`src/core/clbs_pkg.sv`:
```
// shared constants, encodings and carrier types for the local bus strobe unit
package clbs_pkg;

    // clocks per bus T-state; the divider makes one tick per T-state
    localparam int TSTATE_CLKS = 2;

    // register byte offsets on the Avalon slave
    localparam logic [4:0] REG_CTRL = 5'h00;
    localparam logic [4:0] REG_ADDR = 5'h04;
    localparam logic [4:0] REG_WDATA = 5'h08;
    localparam logic [4:0] REG_STATUS = 5'h0C;
    localparam logic [4:0] REG_RDATA = 5'h10;
    localparam logic [4:0] REG_VECTOR = 5'h14;
    localparam logic [4:0] REG_HANDLER = 5'h18;

    // control register fields
    localparam int CTRL_START = 0;
    localparam int CTRL_READ = 1;
    localparam int CTRL_MEM = 2;
    localparam int CTRL_BYTE = 3;
    localparam int CTRL_SEG_LSB = 4;
    localparam int CTRL_IE = 6;
    localparam int CTRL_INSTR_END = 7;

    // status register fields
    localparam int ST_BUSY = 0;
    localparam int ST_IRQ = 1;
    localparam int ST_INTA = 2;
    localparam int ST_VEC_VALID = 3;
    localparam int ST_HOLD = 4;
    localparam int ST_TSTATE_LSB = 8;

    // values after reset
    localparam logic [31:0] CTRL_RESET = 32'h00000000;
    localparam logic [19:0] ADDR_RESET = 20'h00000;
    localparam logic [15:0] DATA_RESET = 16'h0000;
    localparam logic [7:0] VECTOR_RESET = 8'h00;

    // segment status codes, high bit then low bit
    localparam logic [1:0] SEG_ALT_DATA = 2'h0;
    localparam logic [1:0] SEG_STACK = 2'h1;
    localparam logic [1:0] SEG_CODE_NONE = 2'h2;
    localparam logic [1:0] SEG_DATA = 2'h3;

    // vector table: four bytes per entry, segment word two bytes past offset
    localparam int VEC_ENTRY_SHIFT = 2;
    localparam logic [19:0] VEC_SEG_STEP = 20'h00002;

    typedef enum logic [2:0] {
        TS_IDLE = 3'h0,
        TS_T1 = 3'h1,
        TS_T2 = 3'h2,
        TS_T3 = 3'h3,
        TS_WAIT = 3'h4,
        TS_T4 = 3'h5
    } clbs_tstate_t;

    typedef enum logic [2:0] {
        SQ_USER = 3'h0,
        SQ_INTA1 = 3'h1,
        SQ_INTA2 = 3'h2,
        SQ_VEC_OFF = 3'h3,
        SQ_VEC_SEG = 3'h4
    } clbs_stage_t;

    // one bus cycle as launched by the sequencer
    typedef struct packed {
        logic [19:0] addr;
        logic [15:0] wdata;
        logic read;
        logic mem;
        logic bhe_n;
        logic a0_n;
        logic [1:0] seg;
        logic inta;
    } clbs_cycle_t;

endpackage

```
`src/core/clbs_sync.sv`:
```
// two flip-flop level synchroniser
`timescale 1ns/1ns
module clbs_sync #(
    parameter int WIDTH = 1
) (
    input wire logic clk,
    input wire logic rst_n,
    input wire logic [WIDTH-1:0] async_in,
    output logic [WIDTH-1:0] sync_out
);
    logic [WIDTH-1:0] meta;

    // first stage feeds only the second stage
    always_ff @(posedge clk) begin
        if (!rst_n) begin
            meta <= '0;
            sync_out <= '0;
        end else begin
            meta <= async_in;
            sync_out <= meta;
        end
    end
endmodule

```
`src/core/clbs_bus_unit.sv`:
```
// local bus cycle sequencer with status, byte-select, read strobe and interrupt entry
//
// The Avalon-MM interface to the registers and the register addresses were decided locally.
`timescale 1ns/1ns
module clbs_bus_unit #(
    parameter int TSTATE_CLKS = clbs_pkg::TSTATE_CLKS
) (
    input wire logic clk,
    input wire logic rst_n,
    // Avalon-MM slave
    input wire logic [4:0] avs_address,
    input wire logic avs_read,
    input wire logic avs_write,
    input wire logic [31:0] avs_writedata,
    input wire logic [3:0] avs_byteenable,
    output logic [31:0] avs_readdata,
    output logic avs_waitrequest,
    // local bus
    input wire logic [15:0] ad_in,
    output logic [15:0] ad_out,
    output logic ad_oe_n,
    output logic [1:0] addr_hi_status,
    output logic segment_status_hi,
    output logic segment_status_lo,
    output logic status_oe_n,
    output logic high_byte_enable_n,
    output logic low_byte_select_n,
    output logic read_n,
    output logic read_oe_n,
    output logic inta_n,
    output logic mem_io,
    output logic ale,
    input wire logic ready,
    input wire logic maskable_irq_in,
    input wire logic hold_req,
    output logic hold_ack
);
    localparam int DIV_W = (TSTATE_CLKS > 1) ? $clog2(TSTATE_CLKS) : 1;
    localparam logic [DIV_W-1:0] DIV_LAST = DIV_W'(TSTATE_CLKS - 1);

    logic [DIV_W-1:0] div_cnt;
    logic tick;
    clbs_pkg::clbs_tstate_t tstate;
    clbs_pkg::clbs_stage_t stage;
    clbs_pkg::clbs_cycle_t cur;
    logic [31:0] ctrl;
    logic [19:0] addr_reg;
    logic [15:0] wdata_reg;
    logic [15:0] rdata_reg;
    logic [7:0] vector_reg;
    logic [15:0] handler_off;
    logic [15:0] handler_seg;
    logic vec_valid;
    logic start_pend;
    logic instr_pend;
    logic irq_sync;
    logic ack;
    logic [31:0] wmask;
    logic launch;
    logic take_irq;
    logic take_user;
    logic instr_done;
    logic cycle_done;
    logic busy;
    logic wr_hit;
    logic [31:0] next_readdata;
    clbs_pkg::clbs_cycle_t next_user;

    // interrupt request crosses a synchroniser before any use
    clbs_sync #(
        .WIDTH(1)
    ) u_irq_sync (
        .clk(clk),
        .rst_n(rst_n),
        .async_in(maskable_irq_in),
        .sync_out(irq_sync)
    );

    // T-state divider: one tick per T-state
    always_ff @(posedge clk) begin
        if (!rst_n) begin
            div_cnt <= '0;
        end else if (div_cnt == DIV_LAST) begin
            div_cnt <= '0;
        end else begin
            div_cnt <= div_cnt + DIV_W'(1);
        end
    end
    assign tick = (div_cnt == DIV_LAST);

    // launch decisions only at an idle tick with the bus owned
    assign busy = (tstate != clbs_pkg::TS_IDLE);
    assign launch = tick && !busy && !hold_ack && !hold_req;
    assign instr_done = launch && instr_pend;
    assign take_irq = instr_done && irq_sync && ctrl[clbs_pkg::CTRL_IE];
    assign take_user = launch && start_pend && !take_irq;
    assign cycle_done = tick && (tstate == clbs_pkg::TS_T4);
    assign wr_hit = avs_write && ack;

    // byte lane mask for register writes
    assign wmask = {{8{avs_byteenable[3]}}, {8{avs_byteenable[2]}}, {8{avs_byteenable[1]}},
        {8{avs_byteenable[0]}}};

    // user cycle built from the registers; word or byte select
    always_comb begin
        next_user = '0;
        next_user.addr = addr_reg;
        next_user.wdata = wdata_reg;
        next_user.read = ctrl[clbs_pkg::CTRL_READ];
        next_user.mem = ctrl[clbs_pkg::CTRL_MEM];
        next_user.seg = ctrl[clbs_pkg::CTRL_SEG_LSB +: 2];
        next_user.a0_n = addr_reg[0];
        next_user.bhe_n = ctrl[clbs_pkg::CTRL_BYTE] ? !addr_reg[0] : 1'b0;
        next_user.inta = 1'b0;
    end

    // Avalon answer: waitrequest drops for one cycle after a request is seen
    always_ff @(posedge clk) begin
        if (!rst_n) begin
            ack <= 1'b0;
        end else begin
            ack <= (avs_read || avs_write) && !ack;
        end
    end
    always_ff @(posedge clk) begin
        if (!rst_n) begin
            avs_waitrequest <= 1'b1;
        end else begin
            avs_waitrequest <= !((avs_read || avs_write) && !ack);
        end
    end

    // read data mux; unmapped offsets read as zero
    always_comb begin
        next_readdata = 32'h00000000;
        case (avs_address)
            clbs_pkg::REG_CTRL: next_readdata = ctrl;
            clbs_pkg::REG_ADDR: next_readdata = {12'h000, addr_reg};
            clbs_pkg::REG_WDATA: next_readdata = {16'h0000, wdata_reg};
            clbs_pkg::REG_STATUS: begin
                next_readdata[clbs_pkg::ST_BUSY] = busy || start_pend;
                next_readdata[clbs_pkg::ST_IRQ] = irq_sync;
                next_readdata[clbs_pkg::ST_INTA] = busy && (stage != clbs_pkg::SQ_USER);
                next_readdata[clbs_pkg::ST_VEC_VALID] = vec_valid;
                next_readdata[clbs_pkg::ST_HOLD] = hold_ack;
                next_readdata[clbs_pkg::ST_TSTATE_LSB +: 3] = tstate;
            end
            clbs_pkg::REG_RDATA: next_readdata = {16'h0000, rdata_reg};
            clbs_pkg::REG_VECTOR: next_readdata = {24'h000000, vector_reg};
            clbs_pkg::REG_HANDLER: next_readdata = {handler_seg, handler_off};
            default: next_readdata = 32'h00000000;
        endcase
    end
    always_ff @(posedge clk) begin
        if (!rst_n) begin
            avs_readdata <= 32'h00000000;
        end else if (avs_read && !ack) begin
            avs_readdata <= next_readdata;
        end
    end

    // control register; hardware clears the enable when it takes an interrupt
    always_ff @(posedge clk) begin
        if (!rst_n) begin
            ctrl <= clbs_pkg::CTRL_RESET;
        end else begin
            if (wr_hit && avs_address == clbs_pkg::REG_CTRL) begin
                ctrl <= (ctrl & ~wmask) | (avs_writedata & wmask);
                ctrl[clbs_pkg::CTRL_START] <= 1'b0;
                ctrl[clbs_pkg::CTRL_INSTR_END] <= 1'b0;
            end
            // acknowledge masks further requests until software sets it again
            if (take_irq) begin
                ctrl[clbs_pkg::CTRL_IE] <= 1'b0;
            end
        end
    end

    // address and write data; frozen while a cycle runs so the bus stays stable
    always_ff @(posedge clk) begin
        if (!rst_n) begin
            addr_reg <= clbs_pkg::ADDR_RESET;
            wdata_reg <= clbs_pkg::DATA_RESET;
        end else if (wr_hit && !busy) begin
            if (avs_address == clbs_pkg::REG_ADDR) begin
                addr_reg <= (addr_reg & ~wmask[19:0]) | (avs_writedata[19:0] & wmask[19:0]);
            end
            if (avs_address == clbs_pkg::REG_WDATA) begin
                wdata_reg <= (wdata_reg & ~wmask[15:0]) | (avs_writedata[15:0] & wmask[15:0]);
            end
        end
    end

    // pending start and instruction-end requests; a new request beats the clear
    always_ff @(posedge clk) begin
        if (!rst_n) begin
            start_pend <= 1'b0;
            instr_pend <= 1'b0;
        end else begin
            if (take_user) begin
                start_pend <= 1'b0;
            end
            if (instr_done) begin
                instr_pend <= 1'b0;
            end
            if (wr_hit && avs_address == clbs_pkg::REG_CTRL && avs_byteenable[0]) begin
                if (avs_writedata[clbs_pkg::CTRL_START]) begin
                    start_pend <= 1'b1;
                end
                if (avs_writedata[clbs_pkg::CTRL_INSTR_END]) begin
                    instr_pend <= 1'b1;
                end
            end
        end
    end

    // bus grant to another master, only between cycles
    always_ff @(posedge clk) begin
        if (!rst_n) begin
            hold_ack <= 1'b0;
        end else if (!hold_req) begin
            hold_ack <= 1'b0;
        end else if (tick && !busy) begin
            hold_ack <= 1'b1;
        end
    end

    // T-state machine; ready is used raw, outside logic has synchronised it
    always_ff @(posedge clk) begin
        if (!rst_n) begin
            tstate <= clbs_pkg::TS_IDLE;
        end else if (tick) begin
            case (tstate)
                clbs_pkg::TS_IDLE: begin
                    if (take_irq || take_user) begin
                        tstate <= clbs_pkg::TS_T1;
                    end
                end
                clbs_pkg::TS_T1: tstate <= clbs_pkg::TS_T2;
                clbs_pkg::TS_T2: tstate <= clbs_pkg::TS_T3;
                // ready low at end of t3 or a wait state holds the cycle
                clbs_pkg::TS_T3, clbs_pkg::TS_WAIT: begin
                    tstate <= ready ? clbs_pkg::TS_T4 : clbs_pkg::TS_WAIT;
                end
                clbs_pkg::TS_T4: begin
                    tstate <= (stage == clbs_pkg::SQ_USER || stage == clbs_pkg::SQ_VEC_SEG) ?
                        clbs_pkg::TS_IDLE : clbs_pkg::TS_T1;
                end
                default: tstate <= clbs_pkg::TS_IDLE;
            endcase
        end
    end

    // stage chain: two acknowledges, then offset and segment from the vector table
    always_ff @(posedge clk) begin
        if (!rst_n) begin
            stage <= clbs_pkg::SQ_USER;
            cur <= '0;
        end else if (take_user) begin
            stage <= clbs_pkg::SQ_USER;
            cur <= next_user;
        end else if (take_irq) begin
            stage <= clbs_pkg::SQ_INTA1;
            cur <= '0;
            cur.inta <= 1'b1;
            cur.read <= 1'b1;
            cur.bhe_n <= 1'b0;
            cur.a0_n <= 1'b1;
            cur.seg <= clbs_pkg::SEG_CODE_NONE;
        end else if (cycle_done) begin
            case (stage)
                clbs_pkg::SQ_INTA1: begin
                    stage <= clbs_pkg::SQ_INTA2;
                    cur.bhe_n <= 1'b1;
                end
                clbs_pkg::SQ_INTA2: begin
                    stage <= clbs_pkg::SQ_VEC_OFF;
                    cur.inta <= 1'b0;
                    cur.mem <= 1'b1;
                    cur.bhe_n <= 1'b0;
                    cur.a0_n <= 1'b0;
                    cur.seg <= clbs_pkg::SEG_DATA;
                    cur.addr <= 20'(ad_in[7:0]) << clbs_pkg::VEC_ENTRY_SHIFT;
                end
                clbs_pkg::SQ_VEC_OFF: begin
                    stage <= clbs_pkg::SQ_VEC_SEG;
                    cur.addr <= cur.addr + clbs_pkg::VEC_SEG_STEP;
                end
                default: stage <= stage;
            endcase
        end
    end

    // data captured at the end of t4; vector valid set beats software clear
    always_ff @(posedge clk) begin
        if (!rst_n) begin
            rdata_reg <= clbs_pkg::DATA_RESET;
            vector_reg <= clbs_pkg::VECTOR_RESET;
            handler_off <= clbs_pkg::DATA_RESET;
            handler_seg <= clbs_pkg::DATA_RESET;
            vec_valid <= 1'b0;
        end else begin
            if (wr_hit && avs_address == clbs_pkg::REG_STATUS && avs_byteenable[0] &&
                avs_writedata[clbs_pkg::ST_VEC_VALID]) begin
                vec_valid <= 1'b0;
            end
            if (cycle_done) begin
                case (stage)
                    clbs_pkg::SQ_USER: begin
                        if (cur.read) begin
                            rdata_reg <= ad_in;
                        end
                    end
                    clbs_pkg::SQ_INTA2: vector_reg <= ad_in[7:0];
                    clbs_pkg::SQ_VEC_OFF: handler_off <= ad_in;
                    clbs_pkg::SQ_VEC_SEG: begin
                        handler_seg <= ad_in;
                        vec_valid <= 1'b1;
                    end
                    default: rdata_reg <= rdata_reg;
                endcase
            end
        end
    end

    // multiplexed address/data lines: address in t1 except in acknowledges, data after; floats for reads
    always_ff @(posedge clk) begin
        if (!rst_n) begin
            ad_out <= 16'h0000;
            ad_oe_n <= 1'b1;
            low_byte_select_n <= 1'b1;
        end else begin
            ad_oe_n <= 1'b1;
            if (tstate == clbs_pkg::TS_T1) begin
                ad_out <= {cur.addr[15:1], cur.a0_n};
                ad_oe_n <= hold_ack || cur.inta;
                low_byte_select_n <= cur.a0_n;
            end else if (busy) begin
                ad_out <= cur.wdata;
                ad_oe_n <= cur.read || hold_ack;
                low_byte_select_n <= 1'b1;
            end else begin
                low_byte_select_n <= 1'b1;
            end
        end
    end

    // upper address in t1, then status: S6 low, S5 interrupt enable, segment code
    always_ff @(posedge clk) begin
        if (!rst_n) begin
            addr_hi_status <= 2'h0;
            segment_status_hi <= 1'b0;
            segment_status_lo <= 1'b0;
            status_oe_n <= 1'b0;
        end else begin
            status_oe_n <= hold_ack;
            if (tstate == clbs_pkg::TS_T1) begin
                addr_hi_status <= cur.mem ? cur.addr[19:18] : 2'h0;
                segment_status_hi <= cur.mem && cur.addr[17];
                segment_status_lo <= cur.mem && cur.addr[16];
            end else if (busy) begin
                addr_hi_status <= {1'b0, ctrl[clbs_pkg::CTRL_IE]};
                segment_status_hi <= cur.seg[1];
                segment_status_lo <= cur.seg[0];
            end
        end
    end

    // high-byte enable valid in t1 only; low in t1 of first acknowledge
    always_ff @(posedge clk) begin
        if (!rst_n) begin
            high_byte_enable_n <= 1'b1;
            mem_io <= 1'b1;
            ale <= 1'b0;
        end else begin
            high_byte_enable_n <= (tstate == clbs_pkg::TS_T1) ? cur.bhe_n : 1'b1;
            ale <= (tstate == clbs_pkg::TS_T1) && (div_cnt != '0) && !hold_ack;
            // memory-versus-I/O status beside the strobes; floats high in hold
            mem_io <= (busy && !hold_ack) ? cur.mem : 1'b1;
        end
    end

    // read strobe: low only after the first half of t2 when drivers are off
    always_ff @(posedge clk) begin
        if (!rst_n) begin
            read_n <= 1'b1;
            read_oe_n <= 1'b0;
            inta_n <= 1'b1;
        end else begin
            read_n <= !(cur.read && !cur.inta && !hold_ack && ((tstate == clbs_pkg::TS_T2 &&
                div_cnt != '0) || tstate == clbs_pkg::TS_T3 || tstate == clbs_pkg::TS_WAIT));
            read_oe_n <= hold_ack;
            inta_n <= !(cur.inta && ((tstate == clbs_pkg::TS_T2 && div_cnt != '0) ||
                tstate == clbs_pkg::TS_T3 || tstate == clbs_pkg::TS_WAIT));
        end
    end
endmodule

```
`config.mk`:
```
export PLATFORM = sky130hd
export DESIGN_NAME = clbs_bus_unit
export DESIGN_NICKNAME = d
export VERILOG_FILES = /design/src/core/clbs_pkg.sv /design/src/core/clbs_sync.sv /design/src/core/clbs_bus_unit.sv
export SDC_FILE = /design/constraint.sdc
export NUM_CORES = 1
export LEC_CHECK = 0
export BUFFER_PORTS_ARGS = -buffer_cell sky130_fd_sc_hd__buf_2
export CORE_ASPECT_RATIO = 1.1
export CORE_UTILIZATION = 30
export CTS_CLUSTER_DIAMETER = 50
export DETAILED_ROUTE_END_ITERATION = 10
export GPL_ROUTABILITY_DRIVEN = 0
export GPL_TIMING_DRIVEN = 0
export SYNTH_ARGS = -nofsm -noshare
export SYNTH_HDL_FRONTEND = slang
export SYNTH_SLANG_ARGS = --single-unit
```
`constraint.sdc`:
```
create_clock -name clk -period 1.9 [get_ports clk]
set_input_delay 0.19 -clock clk [delete_from_list [all_inputs] [get_ports clk]]
set_output_delay 0.19 -clock clk [all_outputs]
set_load 0.05 [all_outputs]
```
Word level (Yosys, flattened, before mapping)
Index checks and enable logic that the tools add are counted.
{"block": "word_totals", "rom_bits": 0, "input_bits": 64, "latchBits": 0, "ramBits": 0, "word_cells": 197, "mem_count": 0, "reg_bits": 240}
{"block": "classes", "add_sub_neg": 2, "order_cmp": 0, "n_eq_ne": 16, "multipliers": 0, "bitwise": 13, "n_shift": 0, "n_mux": 42, "div_mod_pow": 0, "n_reduce_logical": 83}
{"cell": "$pmux W21 S5", "count": 1}
{"cell": "$and A32 B32 Y32", "count": 2}
{"cell": "$mux W43", "count": 1}
{"cell": "$and A20 B20 Y20", "count": 2}
{"cell": "$mux W20", "count": 2}
{"cell": "$pmux W20 S2", "count": 1}
{"cell": "$pmux W3 S6", "count": 2}
{"cell": "$pmux W5 S7", "count": 1}
{"cell": "$and A16 B16 Y16", "count": 2}
{"cell": "$mux W16", "count": 2}
{"cell": "$not A32 Y32", "count": 1}
{"cell": "$or A32 B32 Y32", "count": 1}
{"cell": "$reduce_and A2 Y1", "count": 15}
{"cell": "$logic_and A1 B1 Y1", "count": 29}
{"cell": "$mux W1", "count": 21}
{"cell": "$add A20 B2 Y20 const B", "count": 1}
{"cell": "$not A20 Y20", "count": 1}
{"cell": "$or A20 B20 Y20", "count": 1}
{"cell": "$mux W17", "count": 1}
{"cell": "$not A16 Y16", "count": 1}
{"cell": "$or A16 B16 Y16", "count": 1}
{"cell": "$eq A5 B5 Y1 const B", "count": 3}
{"cell": "$pmux W3 S5", "count": 1}
{"cell": "$reduce_bool A3 Y1", "count": 5}
{"cell": "other kinds (23)", "count": 58}

Logic depth before layout (Yosys ltp)
Gate-level depths: netlist of the first run.
{"block": "depth", "word_depth": 13, "depth_mapped": 8}

Cells and area by module
A second synthesis of the first run with hierarchy kept.
{"block": "unflattened", "hier_cells": 1171, "area_unflattened_um2": 9982.1}
{"module": "clbs_bus_unit", "n_inst": 1, "seq_area_each_um2": 4744.6, "cells_each": 1167, "area_each_um2": 9929.5}
{"module": "clbs_sync", "n_inst": 1, "seq_area_each_um2": 40.0, "cells_each": 4, "area_each_um2": 52.6}

Worst setup path before layout of the first run
OpenSTA, ideal clock, no wires.
{"block": "synth_path", "path_type": "register to register", "startpoint": "register hold_ack", "endpoint": "register cur[25] (netlist name)", "path_slack_ps": -350, "path_buffers": 2, "required_ps": 1784, "stages_incl_launch_ff": 8, "arrival_ps": 2134, "setup_time_ps": 116, "cell_sequence": "dfxtp_1 or4b_4 or3_1 buf_2 nand2_4 buf_4 o221ai_1 o211a_1"}
{"block": "synth_between", "elab_chain_cells": 10, "elab_cells_between_ends": 14, "classes_between": "mux: 2; reduce/logical: 12"}
{"item": "from (decl)", "line": "clbs_bus_unit.sv:36", "source": "output logic hold_ack"}
{"item": "from (signal assigned)", "line": "clbs_bus_unit.sv:220", "source": "hold_ack <= 1'b0;"}
{"item": "from (signal assigned)", "line": "clbs_bus_unit.sv:222", "source": "hold_ack <= 1'b0;"}
{"item": "from (signal assigned)", "line": "clbs_bus_unit.sv:224", "source": "hold_ack <= 1'b1;"}
{"item": "$logic_not A1 Y1 (*)", "line": "clbs_bus_unit.sv:93", "source": "assign launch = tick && !busy && !hold_ack && !hold_req;"}
{"item": "$logic_and A1 B1 Y1 (*) (2 in a row)", "line": "clbs_bus_unit.sv:93"}
{"item": "$logic_and A1 B1 Y1", "line": "clbs_bus_unit.sv:94", "source": "assign instr_done = launch && instr_pend;"}
{"item": "$logic_and A1 B1 Y1 (2 in a row)", "line": "clbs_bus_unit.sv:95", "source": "assign take_irq = instr_done && irq_sync && ctrl[clbs_pkg::CTRL_IE];"}
{"item": "$logic_not A1 Y1", "line": "clbs_bus_unit.sv:96", "source": "assign take_user = launch && start_pend && !take_irq;"}
{"item": "$logic_and A1 B1 Y1", "line": "clbs_bus_unit.sv:96"}
{"item": "$reduce_bool A4 Y1 (no line) or $reduce_bool A3 Y1 (tied branches)"}
{"item": "$reduce_and A2 Y1 (no line)"}
{"item": "to (signal assigned)", "line": "clbs_bus_unit.sv:261", "source": "cur <= next_user;"}
{"item": "to (decl)", "line": "clbs_bus_unit.sv:45", "source": "clbs_pkg::clbs_cycle_t cur;"}
Mark *: on every way between the ends. The rest lies on a longest branch, timed or not.
A chain may end at the register's enable or synchronous reset.

Final worst setup path of the first run
{"block": "layout_path", "startpoint": "register hold_ack", "endpoint": "register cur[40] (netlist name)"}
The elaborated chain is that of the path after synthesis.

==> out/metrics.yaml, run 1 <==
run_status:
  status: "finished, violations left"
  violations: "negative setup slack"
global_route:
  grt_pass1_wl_um: 56600
  grt-ovfl-total: 0
  grt_pass1_vias: 9498
  grt_max_degree: 19
  grt.total_usage_pct: 22.0
  antenna_found_initial: 1
synth:
  synth_top_area_share_pct: 48.1
  syn_avg_cell_area_sq_um: 8.69
  syn_area_sq_um: 9940
  synth_warnings: 0
  netlist_top_cells_area: "dfxtp_1 (48%), mux2i_1 (6.9%), nand2_1 (6.7%)"
  async_flop_share_pct: 0
  yosys_most_used_dff: "dfxtp_1"
  postSynthNetCount: 1209
  seq_area_frac_synth_pct: 48.1
  synth.most_common_cell: "dfxtp_1"
  netlist-cell-type-count: 67
  synth-seq-cells: 239
  synth_common_cells: "dfxtp_1 (239), nand2_1 (177), nor2_1 (134), a21oi_1 (92), mux2i_1 (69)"
  synth_edf_count: 0
  synthCells: 1144
  yosysTopAreaCell: "dfxtp_1"
pwr:
  p_seq_share_pct: 44.2
  pwr_density_cell_nw_per_um2: 838
  p_leak_nw: 5.37
  ir_drop_mv: 0.549
  p_switching_w: 0.00265
  p_comb_share_pct: 5.4
  pwr-share-clk_pct: 50.4
  internal-power_w: 0.00880
  netSwitchingFraction_pct: 23.1
critical_path:
  path_max_fanout: 5
  worstSetupEndpointType: "flip-flop"
  required_ns: 2.34
  path_class: "reg2reg"
  worstPathArrival_ns: 2.44
  startpoint_type: "flip-flop"
floorplan:
  fp.dieH_um: 193
  initial_core_util_pct: 30.6
  row_count: 69
  die-area_sq_um: 33900
  die_w_um: 176
  num_io_pins: 127
  core_area_sq_um: 32500
detailed_routing:
  vias: 9888
  avgViaCountPerCell: 5.37
  first_pass_iters: 7
  drc: 0
  drt_iter0_drc: 798
  wl_per_cell_um: 20.7
  wl_um: 38200
  ant_nets: 0
sta:
  fin_crit_ns: 2.01
  hold_viol: 0
  relSlewSlack_pct: 40.8
  drv_slew: 0
  rsz0062_at_grt: "true"
  finalClockSkew_ns: 0.0200
  setup_violations: 34
  layout_setup_ws_ns: -0.106
  tightest_slew_ns: 0.888
  fin_tns_setup_ns: -1.69
  fmax_mhz: 498
  period_share_pct: 106
cts:
  clockBufferDepth: 3
  cts.sink_count: 239
  path_clk_slew_ns: 0.06
  cts_tree: "built"
  cts_inserted_buffers: 29
  cts-root-buf: "clkbuf_16"
  cts_max_level: 1
  clock_latency_ns: 0.55
finish:
  drive_gt1_share_pct: 25.2
  area_growth_pct: 37.4
  final_net_count: 1458
  fin_area_sq_um: 13700
  fillCellCount: 3231
job:
  max-cap-violations: 0
placed_design:
  port_buffers: 125
  hpwl_um: 27700
  dpl_cell_area_sq_um: 11100
hold_path:
  hold_path_class: "in2reg"
-- worst max-delay path, stage by stage, from the launching register on --
cell and delay [ns]:
dfxtp_4 0.35, or4b_4 0.56, buf_4 0.17, o31ai_4 0.22, buf_6 0.15, nor2_2 0.05
a22o_1 0.19, a32o_1 0.21
-- cells in the final DEF (no fill, tap or decap), drive strengths merged, types with 4 or more instances in the layout --
master | netlist | layout
and2 | 17 | 17
nand2b | 7 | 7
buf | 13 | 191
a221oi | 11 | 11
clkbuf | 67 | 97
inv | 10 | 12
and3 | 9 | 9
a311oi | 21 | 21
o22ai | 4 | 4
a32oi | 4 | 4
or2 | 4 | 4
nor3 | 20 | 20
dlygate4sd3 | 0 | 50
or4 | 4 | 4
nor2 | 136 | 137
mux2i | 69 | 69
a21o | 9 | 9
nand4 | 8 | 8
xor2 | 8 | 8
nand2 | 178 | 179
a22oi | 42 | 42
a31oi | 6 | 6
bufinv | 0 | 4
a21oi | 92 | 92
nand3 | 42 | 42
o21ai | 37 | 37
a222oi | 10 | 10
or3 | 10 | 10
a22o | 23 | 23
dfxtp | 239 | 239
nor4 | 4 | 4
-- final cells by class --
type	instances	area, sq um	area share [%]
clock inverters	11	175	1.28
clock buffers	42	825	6.04
plain buffers	70	388	2.84
well taps	426	533	3.90
inverters	10	37.5	0.275
flip-flops and latches	239	4810	35.2
repair buffers	226	1660	12.1
multi-input cells	817	5240	38.3
diodes	1	2.50	0.0183
-- per-layer routing --
| metal | part of all wire, % | up-vias | GRT usage, % |
|---|---|---|---|
| met1 | 40 | 4728 | 27.4 |
| met4 | 4.7 | 0 | 9.36 |
| met2 | 48 | 447 | 38.2 |
| met5 | 0 | - | 0 |
| met3 | 7.4 | 109 | 3.04 |
| li1 | - | 4604 | - |
-- through the flow --
| stage | worst slack (ns) | hold WS [ns] | utilization (%) | power [W] | cells |
|---|---|---|---|---|---|
| final | -0.106 | 0.0135 | 42.1 | 0.0115 | 1842 |
| after global routing | -0.172 | 0.00779 | 42.1 | 0.0117 | 1842 |
| after CTS | -0.144 | 0.00808 | 40.8 | 0.0115 | 1830 |
| after detailed placement | -1.07 | 0.426 | 34.3 | 0.00567 | 1695 |
| after global placement | -0.942 | 0.421 | 34.3 | 0.00567 | 1695 |
| after floorplan | -0.104 | 0.299 | - | 0.00540 | 1144 |
-- power groups by stage --
stage | Clock [W] | Sequential [W] | Combinational [W]
CTS | 0.00580 | 0.00506 | 0.000600
detailed placement | 0 | 0.00517 | 0.000496
global route | 0.00603 | 0.00505 | 0.000652
finish | 0.00577 | 0.00506 | 0.000621
global placement | 0 | 0.00517 | 0.000494
floorplan | 0 | 0.00522 | 0.000185
-- what timing repair did --
action | 4_1_cts | 5_1_grt
hold buffers | 50 | 0
setup buffers | 35 | 15
pin swaps | 23 | 48
resized for setup | 97 | 100
gates cloned | 4 | 1
endpoints found under the hold margin | 114 | 0
endpoints found under the setup margin | 161 | 145
-- logic make-up (layout without fill, tap and decap cells) --
group | count (synthesis) | in the layout | share of synthesized area, %
AND/OR/NAND/NOR | 452 | 454 | 20.9
flip-flops | 239 | 239 | 48.1
XOR/XNOR | 9 | 9 | 0.793
adder cells (fa/ha/maj) | 1 | 1 | 0.126
buffers and inverters | 90 | 359 | 3.64
other | 0 | 1 | 0
multiplexers | 71 | 71 | 7.17
AO/OA/AOI/OAI | 282 | 282 | 19.3
-- final timing paths --
check	start	endpoint	slack, ns	depth (start not counted)
setup / recovery	hold_ack	cur[40]	-0.11	7
hold / removal	ad_in[0]	handler_seg[0]	0.01	3
setup reg to reg	hold_ack	cur[40]	-0.11	7
hold reg to reg	u_irq_sync.meta	u_irq_sync.sync_out	0.44	1
Note: power is estimated with default switching activity, not from simulation.
==> run 2: changes to the inputs <==
- PLACE_DENSITY: unset -> 0.57
==> out/metrics.yaml, run 2 (synthesis gave the netlist of run 1 again) <==
pwr:
  ir_drop_mv: 0.719
  p_total_w: 0.0114
  p_leak_nw: 5.32
  pwr_density_cell_nw_per_um2: 835
cts:
  path_clk_slew_ns: 0.06
  cts_tree: "built"
  cts_inserted_buffers: 30
  clock_latency_ns: 0.57
  cts-root-buf: "clkbuf_16"
  cts_max_level: 1
  cts.sink_count: 239
  clockBufferDepth: 3
sta:
  finalClockSkew_ns: 0.0375
  fin_crit_ns: 2.06
  relSlewSlack_pct: 38.9
  layout_setup_ws_ns: -0.163
  drv_slew: 0
  hold_viol: 0
  tightest_slew_ns: 0.917
  period_share_pct: 109
  setup_violations: 23
  fmax_mhz: 485
  rsz0062_at_grt: "true"
global_route:
  grt.total_usage_pct: 22.4
  grt_max_degree: 17
  grt_pass1_vias: 9513
  grt-ovfl-total: 0
  grt_pass1_wl_um: 57200
  antenna_found_initial: 1
floorplan:
  num_io_pins: 127
  row_count: 69
  fp.dieH_um: 193
  initial_core_util_pct: 30.6
  die_w_um: 176
  core_area_sq_um: 32500
  die-area_sq_um: 33900
finish:
  fin_area_sq_um: 13600
  drive_gt1_share_pct: 25.1
  area_growth_pct: 37.0
  num_antenna_cells: 0
  final_cell_mix: "dfxtp_1 (227), nand2_1 (168), buf_2 (132), nor2_1 (124), a21oi_1 (85)"
  final_common_cell: "dfxtp_1"
  final_net_count: 1459
  final_core_util_pct: 42.0
  final-instance-count-excl-fill: 1843
placed_design:
  dp.cells: 1695
  port_buffers: 125
  hpwl_um: 27800
  dpl_cell_area_sq_um: 11100
detailed_routing:
  wl_um: 38400
  wl_per_cell_um: 20.8
  drt_iter0_drc: 809
  avgViaCountPerCell: 5.32
  drc: 0
  ant_nets: 0
  first_pass_iters: 6
  vias: 9800
critical_path:
  path_class: "reg2reg"
  path_max_fanout: 5
  required_ns: 2.36
  worstSetupEndpointType: "flip-flop"
  rr_worst_depth: 7
  startpoint_type: "flip-flop"
  worstPathArrival_ns: 2.52
job:
  max-cap-violations: 0
hold_path:
  holdPathStages: 5
  hold_path_class: "in2reg"
run_status:
  violations: "negative setup slack"
  status: "finished, violations left"
[run 2: final cells by class]
| cell class | instances | area, sq um |
|---|---|---|
| Inverter | 10 | 37.5 |
| Sequential cell | 239 | 4810 |
| Tap cell | 426 | 533 |
| Clock inverter | 17 | 173 |
| Buffer | 68 | 360 |
| Multi-Input combinational cell | 815 | 5190 |
| Clock buffer | 38 | 831 |
| Timing Repair Buffer | 230 | 1690 |
| Fill cell | 3259 | 18800 |
[run 2: report_power, final]
group | internal [W] | total (W) | switching [W]
registers | 0.00503 | 0.00505 | 0.0000235
clock network | 0.00338 | 0.00569 | 0.00231
logic | 0.000208 | 0.000623 | 0.000414
total | 0.00862 | 0.0114 | 0.00275
[run 2: layer usage]
| metal | global-route usage [%] | wire, um | up-vias |
|---|---|---|---|
| li1 | - | - | 4625 |
| met1 | 27.7 | 15800 | 4657 |
| met2 | 38.5 | 18500 | 436 |
| met3 | 3.71 | 2730 | 82 |
| met4 | 9.33 | 1390 | 0 |
| met5 | 0 | 0 | - |
[run 2: final timing paths]
path                   startpoint             endpoint  slack (ns)
setup / recovery         hold_ack              cur[40]       -0.16
hold / removal              ready            tstate[0]        0.11
setup reg to reg         hold_ack              cur[40]       -0.16
hold reg to reg   u_irq_sync.meta  u_irq_sync.sync_out        0.44
[run 2: what timing repair did]
action	4_1_cts	5_1_grt
pin swaps	34	19
gates resized for setup	117	61
hold buffers	52	0
cloned	3	0
buffers inserted	46	5
hold endpoints to repair	122	0
setup endpoints to repair	165	145
[run 2: worst max-delay path, cell delays in order (launching register included)]
cell	delay, ns
dfxtp_4	0.35
or4b_4	0.58
buf_6	0.15
o31ai_4	0.27
buf_6	0.16
nor2_4	0.04
a22o_1	0.20
a32o_1	0.20
[run 2: metrics by stage]
stage | hold slack [ns] | worst slack [ns] | setup TNS [ns]
2_1_floorplan | 0.299 | -0.104 | -1.53
3_3_place_gp | 0.400 | -0.993 | -91.64
3_5_place_dp | 0.402 | -1.02 | -93.02
4_1_cts | 0.111 | -0.153 | -2.14
5_1_grt | 0.141 | -0.219 | -3.49
6_report | 0.113 | -0.163 | -2.16
==> run 3: changes to the inputs <==
- CORE_UTILIZATION: 30 -> 45
- PLACE_DENSITY: 0.57 -> 0.75
==> out/metrics.yaml, run 3 (synthesis gave the netlist of run 1 again) <==
run_status:
  status: "finished, violations left"
  violations: "negative setup slack"
cts:
  cts-root-buf: "clkbuf_16"
  cts_inserted_buffers: 25
  cts_tree: "built"
  cts.sink_count: 239
  clock_latency_ns: 0.52
  clockBufferDepth: 3
  cts_max_level: 1
  path_clk_slew_ns: 0.06
sta:
  layout_setup_ws_ns: -0.190
  tightest_slew_ns: 1.07
  setup_violations: 40
  relSlewSlack_pct: 28.5
  period_share_pct: 110
  drv_slew: 0
  hold_viol: 0
  rsz0062_at_grt: "true"
  fin_crit_ns: 2.09
  finalClockSkew_ns: 0.0116
  fin_tns_setup_ns: -4.46
  fmax_mhz: 479
finish:
  fillCellCount: 1841
  final_net_count: 1440
  num_antenna_cells: 0
  final_common_cell: "dfxtp_1"
  drive_gt1_share_pct: 24.6
  multi_input_area_sq_um: 5210
  final-instance-count-excl-fill: 1683
  regArea_sq_um: 4800
  final_cell_mix: "dfxtp_1 (230), nand2_1 (169), buf_2 (132), nor2_1 (125), a21oi_1 (84)"
  area_growth_pct: 32.6
global_route:
  grt.total_usage_pct: 31.4
  grt_max_degree: 19
  grt_pass1_wl_um: 53700
  grt-ovfl-total: 0
  grt_pass1_vias: 9689
  antenna_found_initial: 1
detailed_routing:
  drt_iter0_drc: 1213
  ant_nets: 0
  drc: 0
  wl_um: 36100
  first_pass_iters: 7
  wl_per_cell_um: 21.5
  vias: 10073
  avgViaCountPerCell: 5.99
pwr:
  p_switching_w: 0.00243
  pwr-share-clk_pct: 47.8
  netSwitchingFraction_pct: 22.4
  pwr_density_cell_nw_per_um2: 825
  p_comb_share_pct: 5.7
  p_leak_nw: 5.21
  internal-power_w: 0.00845
  ir_drop_mv: 0.683
  p_seq_share_pct: 46.4
critical_path:
  startpoint_type: "flip-flop"
  crit_path_max_incr_delay_ns: 0.58
  path_max_fanout: 5
  path_class: "reg2reg"
  worstPathCellList: "or4b_4 > buf_6 > nor3_4 > buf_6 > a311oi_1 > a211oi_2 > nor3_2"
  worstPathArrival_ns: 2.46
  crit_slowest_cell: "or4b_4"
  worstSetupEndpointType: "flip-flop"
  crit_path_frequent_cell: "buf_6"
  required_ns: 2.27
placed_design:
  dp.cells: 1559
  hpwl_um: 24600
  port_buffers: 125
floorplan:
  die-area_sq_um: 22700
  row_count: 56
  fp.dieH_um: 158
  core_area_sq_um: 21500
  initial_core_util_pct: 46.2
  num_io_pins: 127
  die_w_um: 144
hold_path:
  hold_path_class: "in2reg"
job:
  max-cap-violations: 0
==> run 3: cell types whose count changed in the layout (fill, tap and decap cells not counted), moves of 3 or more <==
cell and change:
nand3_2 +3, dfxtp_1 +3, buf_12 -4, clkbuf_1 -4, clkbuf_8 +6, nand3_4 -3
buf_4 -10, clkbuf_2 +3, a21oi_2 +3, clkinv_2 -4, clkbuf_16 -5, dlygate4sd3_1 -4
==> run 3: area by class of cell <==
cell class	instances	area share, %
multi-input combinational	816	39.5
sequential	239	36.4
timing repair buffer	214	11.5
clock buffer	37	5.85
buffer	69	2.78
tap	290	2.75
clock inverter	8	0.930
inverter	10	0.285
==> run 3: power by group through the flow <==
stage	combinational, W	clock [W]	sequential, W
floorplan	0.000185	0	0.00522
global placement	0.000482	0	0.00516
detailed placement	0.000485	0	0.00516
CTS	0.000587	0.00523	0.00505
global route	0.000647	0.00544	0.00505
finish	0.000623	0.00520	0.00505
==> run 3: stage by stage <==
step                total power (W)  hold slack (ns)  util (%)  cell area (sq um)  setup WS (ns)
finish                       0.0109           0.0149      61.3              13200         -0.190
global route                 0.0111           0.0145      61.3              13200         -0.359
CTS                          0.0109         0.000842      60.1              12900         -0.139
detailed placement          0.00565            0.405      51.0              11000          -1.12
global placement            0.00565            0.399      51.0              11000          -1.13
floorplan                   0.00540            0.299         -               9970         -0.104
==> run 3: path summary, 6_finish.rpt <==
check	from	end	slack [ns]	depth (start not counted)
max	hold_ack	cur[29]	-0.19	7
min	avs_read	avs_waitrequest	0.01	3
max reg2reg	hold_ack	cur[29]	-0.19	7
min reg2reg	u_irq_sync.meta	u_irq_sync.sync_out	0.43	1
==> run 3: timing repair <==
action,CTS,global route
setup endpoints to repair,175,155
pin swaps,34,25
resized for setup,102,79
hold endpoints to repair,102,0
setup buffers,36,4
cloned,3,1
hold buffers,48,0
==> run 3: worst max-delay path, delay by kind of cell (launching register included) <==
| kind | cells | cell delay, ns |
|---|---|---|
| flip-flops | 1 | 0.34 |
| AO/OA/AOI/OAI | 2 | 0.41 |
| buffers and inverters | 2 | 0.31 |
| AND/OR/NAND/NOR | 3 | 0.89 |
==> run 3: per-layer routing <==
layer	GRT usage, %	vias up	share of wire, %
met2	51.9	615	47
li1	-	4575	-
met5	0	-	0
met4	19.3	0	6.1
met1	38.0	4732	37
met3	5.38	151	9.9
